--- config.mk ---
export PLATFORM = sky130hd
export DESIGN_NAME = fkm_seq
export DESIGN_NICKNAME = d
export VERILOG_FILES = /design/src/fkm_pkg.sv /design/src/fkm_seq.sv
export SDC_FILE = /design/constraint.sdc
export NUM_CORES = 1
export LEC_CHECK = 0
export BUFFER_PORTS_ARGS = -buffer_cell sky130_fd_sc_hd__buf_4
export CAP_MARGIN = 10
export CORE_MARGIN = 2
export CORE_UTILIZATION = 35
export CTS_CLUSTER_DIAMETER = 60
export DETAILED_ROUTE_END_ITERATION = 8
export PLACE_DENSITY = 0.61
export SYNTH_ARGS = -nofsm -noshare
export SYNTH_HDL_FRONTEND = slang
export SYNTH_SLANG_ARGS = --single-unit
--- constraint.sdc ---
create_clock -name sys_clk -period 7.1 [get_ports sys_clk]
set_input_delay 0.355 -clock sys_clk [delete_from_list [all_inputs] [get_ports sys_clk]]
set_output_delay 0.355 -clock sys_clk [all_outputs]
set_load 0.1 [all_outputs]
--- src/fkm_pkg.sv ---
// Purpose: constants and carrier types for the key and margin command sequencer
// Assumes: apb slave, 32-bit data, byte addresses, one word per register
// Notes:   offsets, bit positions and command codes are defined here; the read mux and the bench also use literal positions and codes
package fkm_pkg;
  // register byte offsets
  localparam logic [7:0]  FKM_STAT_OFS   = 8'h00;
  localparam logic [7:0]  FKM_IDX_OFS    = 8'h04;
  localparam logic [7:0]  FKM_CCOB_OFS   = 8'h08;
  localparam logic [7:0]  FKM_SEC_OFS    = 8'h0C;
  localparam logic [7:0]  FKM_STATE_OFS  = 8'h10;
  localparam logic [7:0]  FKM_MARGIN_OFS = 8'h14;
  // status and security field positions
  localparam int          FKM_COMMAND_COMPLETE_FLAG_BIT   = 7;
  localparam int          FKM_ACCESS_ERROR_FLAG_BIT = 5;
  localparam int          FKM_KEY_ENABLE_FIELD_MSB  = 7;
  localparam int          FKM_KEY_ENABLE_FIELD_LSB  = 6;
  localparam int          FKM_DF_LSB     = 4;
  // reset values
  localparam logic [7:0]  FKM_SEC_RST    = 8'h00;
  localparam logic [2:0]  FKM_MG_NORMAL  = 3'h0;
  // command codes and launch indices
  localparam logic [7:0]  FKM_CMD_KEY    = 8'h0C;
  localparam logic [7:0]  FKM_CMD_UMARG  = 8'h0D;
  localparam logic [7:0]  FKM_CMD_FMARG  = 8'h0E;
  localparam logic [2:0]  FKM_IX_KEY     = 3'h4;
  localparam logic [2:0]  FKM_IX_MARGIN  = 3'h1;
  localparam logic [1:0]  FKM_KEY_ENABLE_FIELD_ON   = 2'h2;
  // comparison key location and margin settings
  localparam logic [22:0] FKM_KEY_BASE   = 23'h7FFF00;
  localparam logic [22:0] FKM_KEY_STEP   = 23'h000002;
  localparam logic [1:0]  FKM_KEY_LAST   = 2'h3;
  localparam logic [15:0] FKM_UMARG_MAX  = 16'h0002;
  localparam logic [15:0] FKM_FMARG_MAX  = 16'h0004;

  typedef enum logic [2:0] {FKM_IDLE, FKM_CHECK, FKM_KEY_REQ, FKM_KEY_CMP, FKM_DONE} fkm_state_t;

  typedef struct packed {
    logic        psel;
    logic        penable;
    logic        pwrite;
    logic [7:0]  paddr;
    logic [31:0] pwdata;
  } fkm_apb_req_t;

  typedef struct packed {
    logic        pready;
    logic [31:0] prdata;
    logic        pslverr;
  } fkm_apb_rsp_t;

  typedef struct packed {
    logic        en;
    logic [22:0] addr;
  } fkm_key_rd_t;
endpackage : fkm_pkg

--- src/fkm_seq.sv ---
// Purpose: backdoor key verify and margin level commands of a flash sequencer
// Assumes: apb register access, flash word read port with one cycle latency
// Notes:   commands launch by writing one to the complete flag while it is set
//
// Overview of operation
// - key command 0x0C, keys at indices 1-4
// - key launch index not 4 sets error
// - key enable field not 10 aborts with error
// - compare keys in order from 0x7F_FF00
// - all keys match releases security
// - wrong key sets error, security kept
// - mismatch locks out key command until reset
// - complete flag sets after key command ends
// - user margin 0x0D, block, setting index 1
// - user margin stored, applied, then complete
// - user margin accepts settings 0 to 2
// - margin launch index not 1 sets error
// - unknown block address sets error
// - unaccepted margin setting sets error
// - command unavailable in mode sets error
// - field margin 0x0E runs in special mode
// - field margin also accepts 3 and 4
// - field margin applied, then complete
//
// Added by the designer: the APB register port and the placing of the registers.
module fkm_seq
  import fkm_pkg::*;
#(
  parameter logic [6:0] PF_BLOCK_ID = 7'h7F,
  parameter logic [6:0] DF_BLOCK_ID = 7'h10
) (
  // clock and reset
  input  wire logic              sys_clk,
  input  wire logic              reset,
  // register bus
  input  wire fkm_pkg::fkm_apb_req_t apb_req,
  output fkm_pkg::fkm_apb_rsp_t  apb_rsp,
  // comparison key read port
  output fkm_pkg::fkm_key_rd_t   key_rd,
  input  wire logic [15:0]       key_rd_data,
  // operating mode
  input  wire logic              special_mode,
  // margin levels and security state
  output logic [2:0]             margin_pf,
  output logic [2:0]             margin_df,
  output logic                   secured
);
  import fkm_pkg::*;

  typedef struct packed {
    fkm_state_t        state;
    logic              command_complete_flag;
    logic              access_error_flag;
    logic [2:0]        ix;
    logic [7:0][15:0]  ccob;
    logic [7:0]        sec_cfg;
    logic              secured;
    logic              lockout;
    logic [1:0]        key_i;
    logic [1:0][2:0]   margin;
    fkm_key_rd_t       key_rd;
    fkm_apb_rsp_t      rsp;
  } fkm_regs_t;

  fkm_regs_t s_r;
  fkm_regs_t s_nxt;

  // byte address of the comparison key word for a key number
  function automatic logic [22:0] fkm_key_addr(input logic [1:0] i);
    fkm_key_addr = FKM_KEY_BASE + FKM_KEY_STEP * {21'h0, i};
  endfunction

  // setting accepted by the given margin command
  function automatic logic fkm_margin_ok(input logic [7:0] code, input logic [15:0] val);
    fkm_margin_ok = (code == FKM_CMD_FMARG) ? (val <= FKM_FMARG_MAX)
                                            : (val <= FKM_UMARG_MAX);
  endfunction

  // decoded launch parameters
  logic [7:0]  cmd_code;
  logic [6:0]  blk_gaddr;
  logic        blk_valid;
  logic        blk_is_df;
  logic        key_ready;
  logic        margin_bad;
  logic        key_match;
  logic        access;
  logic        commit;
  logic        launch;
  logic        margin_cmd;

  assign cmd_code   = s_r.ccob[0][15:8];
  assign blk_gaddr  = s_r.ccob[0][6:0];
  assign blk_is_df  = (blk_gaddr == DF_BLOCK_ID);
  assign blk_valid  = blk_is_df || (blk_gaddr == PF_BLOCK_ID);
  assign key_ready  = (s_r.ix == FKM_IX_KEY) && !s_r.lockout &&
                      (s_r.sec_cfg[FKM_KEY_ENABLE_FIELD_MSB:FKM_KEY_ENABLE_FIELD_LSB] == FKM_KEY_ENABLE_FIELD_ON);
  assign margin_bad = (s_r.ix != FKM_IX_MARGIN) || !blk_valid ||
                      !fkm_margin_ok(cmd_code, s_r.ccob[1]) ||
                      (cmd_code == FKM_CMD_FMARG && !special_mode);
  assign key_match  = (key_rd_data == s_r.ccob[3'(s_r.key_i) + 3'h1]);
  assign access     = apb_req.psel && apb_req.penable;
  assign commit     = access && s_r.rsp.pready && apb_req.pwrite && !s_r.rsp.pslverr;
  assign launch     = commit && apb_req.paddr == FKM_STAT_OFS &&
                      apb_req.pwdata[FKM_COMMAND_COMPLETE_FLAG_BIT] && s_r.command_complete_flag;
  assign margin_cmd = (cmd_code == FKM_CMD_UMARG) || (cmd_code == FKM_CMD_FMARG);

  // next state: bus first, sequencer after so that hardware sets win
  always_comb
  begin
    s_nxt = s_r;
    s_nxt.rsp.pready = 1'b0;
    s_nxt.rsp.pslverr = 1'b0;
    // apb: one wait state, read data registered
    if (access && !s_r.rsp.pready)
    begin
      s_nxt.rsp.pready  = 1'b1;
      s_nxt.rsp.pslverr = 1'b0;
      s_nxt.rsp.prdata  = 32'h0;
      case (apb_req.paddr)
        FKM_STAT_OFS:   s_nxt.rsp.prdata = {24'h0, s_r.command_complete_flag, 1'b0, s_r.access_error_flag, 5'h0};
        FKM_IDX_OFS:    s_nxt.rsp.prdata = {29'h0, s_r.ix};
        FKM_CCOB_OFS:   s_nxt.rsp.prdata = {16'h0, s_r.ccob[s_r.ix]};
        FKM_SEC_OFS:    s_nxt.rsp.prdata = {24'h0, s_r.sec_cfg};
        FKM_STATE_OFS:  s_nxt.rsp.prdata = {29'h0, special_mode, s_r.lockout, s_r.secured};
        FKM_MARGIN_OFS: s_nxt.rsp.prdata = {25'h0, s_r.margin[1], 1'b0, s_r.margin[0]};
        default:        s_nxt.rsp.pslverr = 1'b1;
      endcase
    end
    // register writes, ignored while a command runs
    if (commit && s_r.command_complete_flag)
    begin
      case (apb_req.paddr)
        FKM_STAT_OFS:
        begin
          if (apb_req.pwdata[FKM_ACCESS_ERROR_FLAG_BIT])
            s_nxt.access_error_flag = 1'b0;
          if (launch && !s_r.access_error_flag)
          begin
            s_nxt.command_complete_flag  = 1'b0;
            s_nxt.state = FKM_CHECK;
          end
        end
        FKM_IDX_OFS:  s_nxt.ix = apb_req.pwdata[2:0];
        FKM_CCOB_OFS: s_nxt.ccob[s_r.ix] = apb_req.pwdata[15:0];
        FKM_SEC_OFS:  s_nxt.sec_cfg = apb_req.pwdata[7:0];
        default:      s_nxt.ix = s_r.ix;
      endcase
    end
    // command sequencer
    case (s_r.state)
      FKM_IDLE: s_nxt.key_rd.en = 1'b0;
      FKM_CHECK:
      begin
        s_nxt.state = FKM_DONE;
        case (cmd_code)
          FKM_CMD_KEY:
          begin
            if (key_ready)
            begin
              s_nxt.key_i  = 2'h0;
              s_nxt.key_rd = '{en: 1'b1, addr: fkm_key_addr(2'h0)};
              s_nxt.state  = FKM_KEY_REQ;
            end
            else
              s_nxt.access_error_flag = 1'b1;
          end
          FKM_CMD_UMARG, FKM_CMD_FMARG:
          begin
            if (margin_bad)
              s_nxt.access_error_flag = 1'b1;
            else
              s_nxt.margin[blk_is_df] = s_r.ccob[1][2:0];
          end
          default: s_nxt.access_error_flag = 1'b1;
        endcase
      end
      FKM_KEY_REQ:
      begin
        s_nxt.key_rd.en = 1'b0;
        s_nxt.state     = FKM_KEY_CMP;
      end
      FKM_KEY_CMP:
      begin
        if (!key_match)
        begin
          s_nxt.access_error_flag  = 1'b1;
          s_nxt.lockout = 1'b1;
          s_nxt.state   = FKM_DONE;
        end
        else if (s_r.key_i == FKM_KEY_LAST)
        begin
          s_nxt.secured = 1'b0;
          s_nxt.state   = FKM_DONE;
        end
        else
        begin
          s_nxt.key_i  = s_r.key_i + 2'h1;
          s_nxt.key_rd = '{en: 1'b1, addr: fkm_key_addr(s_r.key_i + 2'h1)};
          s_nxt.state  = FKM_KEY_REQ;
        end
      end
      FKM_DONE:
      begin
        s_nxt.command_complete_flag  = 1'b1;
        s_nxt.state = FKM_IDLE;
      end
      default: s_nxt.state = FKM_IDLE;
    endcase
  end

  // state register, margins normal and security set at reset
  always_ff @(posedge sys_clk or posedge reset)
  begin
    if (reset)
    begin
      s_r         <= '0;
      s_r.state   <= FKM_IDLE;
      s_r.command_complete_flag    <= 1'b1;
      s_r.sec_cfg <= FKM_SEC_RST;
      s_r.secured <= 1'b1;
      s_r.margin  <= {FKM_MG_NORMAL, FKM_MG_NORMAL};
    end
    else
      s_r <= s_nxt;
  end

  // outputs straight from the state register
  assign apb_rsp   = s_r.rsp;
  assign key_rd    = s_r.key_rd;
  assign margin_pf = s_r.margin[0];
  assign margin_df = s_r.margin[1];
  assign secured   = s_r.secured;

  // checks
  key_index_err_a: assert property (@(posedge sys_clk) disable iff (reset)
    s_r.state == FKM_CHECK && cmd_code == FKM_CMD_KEY && s_r.ix != FKM_IX_KEY
    |=> s_r.access_error_flag && s_r.state == FKM_DONE)
    else $error("key launch at wrong index gave no error");

  key_enable_chk_a: assert property (@(posedge sys_clk) disable iff (reset)
    s_r.state == FKM_CHECK && cmd_code == FKM_CMD_KEY &&
    s_r.sec_cfg[FKM_KEY_ENABLE_FIELD_MSB:FKM_KEY_ENABLE_FIELD_LSB] != FKM_KEY_ENABLE_FIELD_ON
    |=> s_r.access_error_flag && !s_r.key_rd.en)
    else $error("disabled key command was not aborted");

  key_first_addr_a: assert property (@(posedge sys_clk) disable iff (reset)
    s_r.state == FKM_CHECK && cmd_code == FKM_CMD_KEY && key_ready
    |=> s_r.key_rd.en && s_r.key_rd.addr == FKM_KEY_BASE ##1 s_r.state == FKM_KEY_CMP)
    else $error("first key word not read from base");

  key_release_a: assert property (@(posedge sys_clk) disable iff (reset)
    s_r.state == FKM_KEY_CMP && key_match && s_r.key_i == FKM_KEY_LAST
    |=> !s_r.secured ##1 s_r.command_complete_flag)
    else $error("matching keys did not release security");

  key_mismatch_a: assert property (@(posedge sys_clk) disable iff (reset)
    s_r.state == FKM_KEY_CMP && !key_match
    |=> s_r.access_error_flag && s_r.lockout && s_r.secured == $past(s_r.secured))
    else $error("key mismatch handled wrongly");

  lockout_sticky_a: assert property (@(posedge sys_clk) disable iff (reset)
    s_r.lockout |=> s_r.lockout)
    else $error("key lockout cleared before reset");

  cmd_finish_a: assert property (@(posedge sys_clk) disable iff (reset)
    launch && !s_r.access_error_flag |=> !s_r.command_complete_flag ##[1:12] s_r.command_complete_flag)
    else $error("command did not complete in time");

  margin_apply_a: assert property (@(posedge sys_clk) disable iff (reset)
    s_r.state == FKM_CHECK && (cmd_code == FKM_CMD_UMARG || cmd_code == FKM_CMD_FMARG)
    && !margin_bad |=> s_r.margin[$past(blk_is_df)] == $past(s_r.ccob[1][2:0])
    && !s_r.access_error_flag ##1 s_r.command_complete_flag)
    else $error("margin level not applied");

  margin_reject_a: assert property (@(posedge sys_clk) disable iff (reset)
    s_r.state == FKM_CHECK && (cmd_code == FKM_CMD_UMARG || cmd_code == FKM_CMD_FMARG)
    && margin_bad |=> s_r.access_error_flag && $stable(s_r.margin))
    else $error("bad margin command not rejected");

  field_mode_a: assert property (@(posedge sys_clk) disable iff (reset)
    s_r.state == FKM_CHECK && cmd_code == FKM_CMD_FMARG && !special_mode
    |=> s_r.access_error_flag)
    else $error("field margin ran outside special mode");

  // key port sequencing and margin parameter checks
  key_step_a: assert property (@(posedge sys_clk) disable iff (reset)
    s_r.key_rd.en && s_r.key_i != 2'h0
    |-> s_r.key_rd.addr == $past(s_r.key_rd.addr, 2) + FKM_KEY_STEP)
    else $error("key words not read in order");

  key_pulse_a: assert property (@(posedge sys_clk) disable iff (reset)
    s_r.key_rd.en
    |=> !s_r.key_rd.en)
    else $error("key read request longer than one cycle");

  lock_abort_a: assert property (@(posedge sys_clk) disable iff (reset)
    s_r.state == FKM_CHECK && cmd_code == FKM_CMD_KEY && s_r.lockout
    |=> s_r.access_error_flag && !s_r.key_rd.en && s_r.secured == $past(s_r.secured))
    else $error("locked out key command not aborted");

  key_done_a: assert property (@(posedge sys_clk) disable iff (reset)
    s_r.state == FKM_DONE
    |=> s_r.command_complete_flag && s_r.state == FKM_IDLE)
    else $error("complete flag not set at end of command");

  margin_index_a: assert property (@(posedge sys_clk) disable iff (reset)
    s_r.state == FKM_CHECK && margin_cmd && s_r.ix != FKM_IX_MARGIN
    |=> s_r.access_error_flag && $stable(s_r.margin))
    else $error("margin launch at wrong index accepted");

  block_addr_a: assert property (@(posedge sys_clk) disable iff (reset)
    s_r.state == FKM_CHECK && margin_cmd && blk_gaddr != PF_BLOCK_ID && blk_gaddr != DF_BLOCK_ID
    |=> s_r.access_error_flag && $stable(s_r.margin))
    else $error("unknown block address accepted");

  user_setting_a: assert property (@(posedge sys_clk) disable iff (reset)
    s_r.state == FKM_CHECK && cmd_code == FKM_CMD_UMARG && s_r.ccob[1] > FKM_UMARG_MAX
    |=> s_r.access_error_flag && $stable(s_r.margin))
    else $error("user margin accepted a bad setting");

  field_setting_a: assert property (@(posedge sys_clk) disable iff (reset)
    s_r.state == FKM_CHECK && cmd_code == FKM_CMD_FMARG && s_r.ccob[1] > FKM_FMARG_MAX
    |=> s_r.access_error_flag && $stable(s_r.margin))
    else $error("field margin accepted a bad setting");

  margin_hold_a: assert property (@(posedge sys_clk) disable iff (reset)
    s_r.state != FKM_CHECK
    |=> $stable(s_r.margin))
    else $error("margin level changed outside a command");

  cov_key_ok_c: cover property (@(posedge sys_clk) disable iff (reset)
    s_r.secured ##1 !s_r.secured);
  cov_lockout_c: cover property (@(posedge sys_clk) disable iff (reset)
    !s_r.lockout ##1 s_r.lockout);
  cov_field_c: cover property (@(posedge sys_clk) disable iff (reset)
    s_r.state == FKM_CHECK && cmd_code == FKM_CMD_FMARG && !margin_bad);
  cov_margin_err_c: cover property (@(posedge sys_clk) disable iff (reset)
    s_r.state == FKM_CHECK && margin_cmd && margin_bad);
  cov_key_abort_c: cover property (@(posedge sys_clk) disable iff (reset)
    s_r.state == FKM_CHECK && cmd_code == FKM_CMD_KEY && !key_ready);
endmodule // fkm_seq

==> impl_metrics.ini <==
[power]
power_frac_comb = 0.069
max-vdd-ir-drop_mv = 0.162
switching_share = 0.246
p_int_mw = 1.62
power_density_nw_per_um2 = 197
p_leak_nw = 5.11
power.switching_uw = 531
power.total_mw = 2.16
p_clk_frac = 0.469
seq_power_share = 0.462

[placed_design]
hpwl_um = 16600
place.gp.congestion = 0.824
io_buffer_count = 88
post_dp_cell_area_sq_um = 10300

[sta]
worstMarginPinSlew_ps = 1210
post-route-period-util = 0.523
fmax_mhz = 269
slew_violations = 0
grt_setup_unrepaired = false
setup_viol = 0
slew_headroom = 0.193
fin_crit_ps = 3710
setup_tns_ps = 0
final-hold-violation-count = 0
skew_ps = 11.6

[yosys]
avgSynthCellArea_sq_um = 13.0
ys_ff_latch = 174
synth_edf_count = 0
synth.most_common_cell = dfrtp_1
synthCells = 745
synth_commonest_cells = dfrtp_1 (172), mux2_2 (153), buf_4 (68)
synth_top_area_frac = 0.444
async_flop_share = 1.00
netlist_area_sq_um = 9700
yosysSeqAreaShare = 0.449
synthFlopType = dfrtp_1
synth_top_cell_by_area = dfrtp_1
yosysWarningCount = 0
synth_area_leaders = dfrtp_1 (44%), mux2_2 (18%), mux4_2 (10%)
synth_cell_types = 63

[cells_and_area]
nFillCells = 2543
area_growth_pct = 12.5
nNetsFinal = 841
final_area_sq_um = 10900
n_antenna_cell = 0
final_layout_size_suffix_gt1_frac = 0.435

[worst_setup_path]
cpPeakStageDelay_ps = 550
cp_cell_sequence = ha_1 -> inv_1 -> mux2i_1 -> xor2_1 -> o2111ai_1 -> nor4_4 -> nand2_2 -> o211ai_1 -> o311ai_1
worstRegToRegCells = 9
critPathKind = reg -> reg
reg2reg_to = key_rd[2]
worstPathRequired_ps = 7390
start_kind = flop
crit_path_top_delay_cell = ha_1
cp.arrival_ps = 4010
r2r_setup_slack_ps = 3390
endpoint = key_rd[2]
critPathMaxFanout = 12
cp-startpoint = key_rd[2]
timing.rr.start = key_rd[2]
end_kind = flop

[cts]
clkTransAtPathRegs_ps = 70
insertion_delay_ps = 440
h-tree-depth = 4
cts_buffer_depth = 2
cts_hold_buf = 0
post_cts_buffers = 0
clock-root-buffer = clkbuf_16
cts_made_buffers = 17
cts_tree = built
cts-resized-gates = 0
clock-sinks = 174

[drt]
ant_nets = 0
drt-total-wl_um = 24500
num_vias = 6204
avgRoutedWirePerCell_um = 21.1
drc_errors = 0
drt_iter0_drc = 395
avgViaCountPerCell = 5.33
first_pass_iters = 5

[die]
rows = 60
initial_core_util = 0.358
core_area_sq_um = 27100
dieWidth_um = 170
die-area_sq_um = 29100
io_pins = 127
die_height_um = 170

[global_routing]
grt.total_usage = 0.176
antenna_found_initial = 1
overflow = 0
grt_pass1_vias = 6173
grt_max_degree = 101
grt_pass1_wl_um = 38000

[outcome]
status = finished clean

[job]
maxCapViolations = 0

[worst_hold_path]
min_path_type = in -> async
==> layer usage <==
metal / vias to the layer above / wire, um / track usage
met5: - / 13 / 0
met2: 186 / 11000 / 0.266
li1: 2779 / - / -
met1: 3211 / 11900 / 0.256
met4: 2 / 367 / 0.0487
met3: 26 / 1220 / 0.0372
==> metrics by stage <==
step	hold slack [ps]	setup WS, ps	util	instances
6_report	127	3390	0.403	1163
5_1_grt	198	3160	0.403	1163
4_1_cts	163	3470	0.403	1163
3_5_place_dp	472	3480	0.379	1131
3_3_place_gp	466	3510	0.379	1131
2_1_floorplan	451	2030	-	766
==> cell families (layout without fill, tap and decap cells) <==
family | after synthesis | count (layout) | synth area share
AND/OR/NAND/NOR | 118 | 118 | 0.0653
XOR/XNOR | 10 | 10 | 0.00903
flip-flops | 174 | 174 | 0.449
buffers and inverters | 110 | 135 | 0.0752
other | 1 | 22 | 0.000387
adder cells (fa/ha/maj) | 1 | 1 | 0.00129
multiplexers | 253 | 253 | 0.346
AO/OA/AOI/OAI | 78 | 78 | 0.0542
==> layout by cell type (no fill, tap or decap), types with 4 or more instances in the layout <==
cell type  netlist  routed
dfrtp_1        172     169
mux2_2         153     153
buf_4           68      98
mux2i_1         51      51
mux4_2          45      45
nand2_1         41      41
nor2_1          23      23
conb_1           1      22
o21ai_0         21      21
clkbuf_16        0      17
a22oi_1         14      14
a21oi_1         13      13
nand3_1          9       9
nor2b_1          7       6
xor2_1           6       6
clkinv_4         0       6
and3_1           5       5
nor3_1           5       5
nor4_1           5       5
inv_1            5       4
xnor2_1          4       4
mux4_1           4       4
bufinv_16        0       4
==> flip-flops by register name, summed over array words and instances (netlist names) <==
name / cells
s_r: 131
apb_rsp: 18
cmd_code: 8
blk_gaddr: 7
key_rd: 3
margin_df: 3
margin_pf: 3
secured: 1
==> worst max-delay path, delay by kind of cell, from the launching register on <==
| family | cells | cell delay, ps |
|---|---|---|
| flops | 1 | 400 |
| buf+inv | 1 | 550 |
| fa+ha+maj | 1 | 550 |
| mux | 1 | 460 |
| xor+xnor | 1 | 290 |
| compound gates | 3 | 680 |
| simple gates | 2 | 620 |
==> how the worst min path moves through the flow <==
stage / end / slack (ps) / cells after the start
final: s_r[144] / 130 / 2
after global routing: s_r[144] / 200 / 2
after CTS: s_r[173] / 160 / 2
after detailed placement: apb_rsp[8] / 470 / 2
after global placement: apb_rsp[8] / 470 / 2
after floorplan: s_r[73] / 450 / 2
==> layout make-up <==
type,count,area (sq um),share of cell area
Tap cell,372,465,0.0426
Clock inverter,12,188,0.0172
Multi-Input combinational cell,482,4700,0.430
Inverter,5,23.8,0.00218
Timing Repair Buffer,98,736,0.0674
Clock buffer,20,447,0.0409
Sequential cell,174,4360,0.399
==> power by group through the flow <==
stage,Clock (mW),Sequential (mW),Combinational [mW]
after detailed placement,0,1.01,0.149
final,1.01,0.996,0.148
after global routing,1.07,0.996,0.158
after CTS,1.03,0.996,0.150
after global placement,0,1.01,0.149
after floorplan,0,1.01,0.114
No activity file was read; power rests on OpenSTA's default activity.
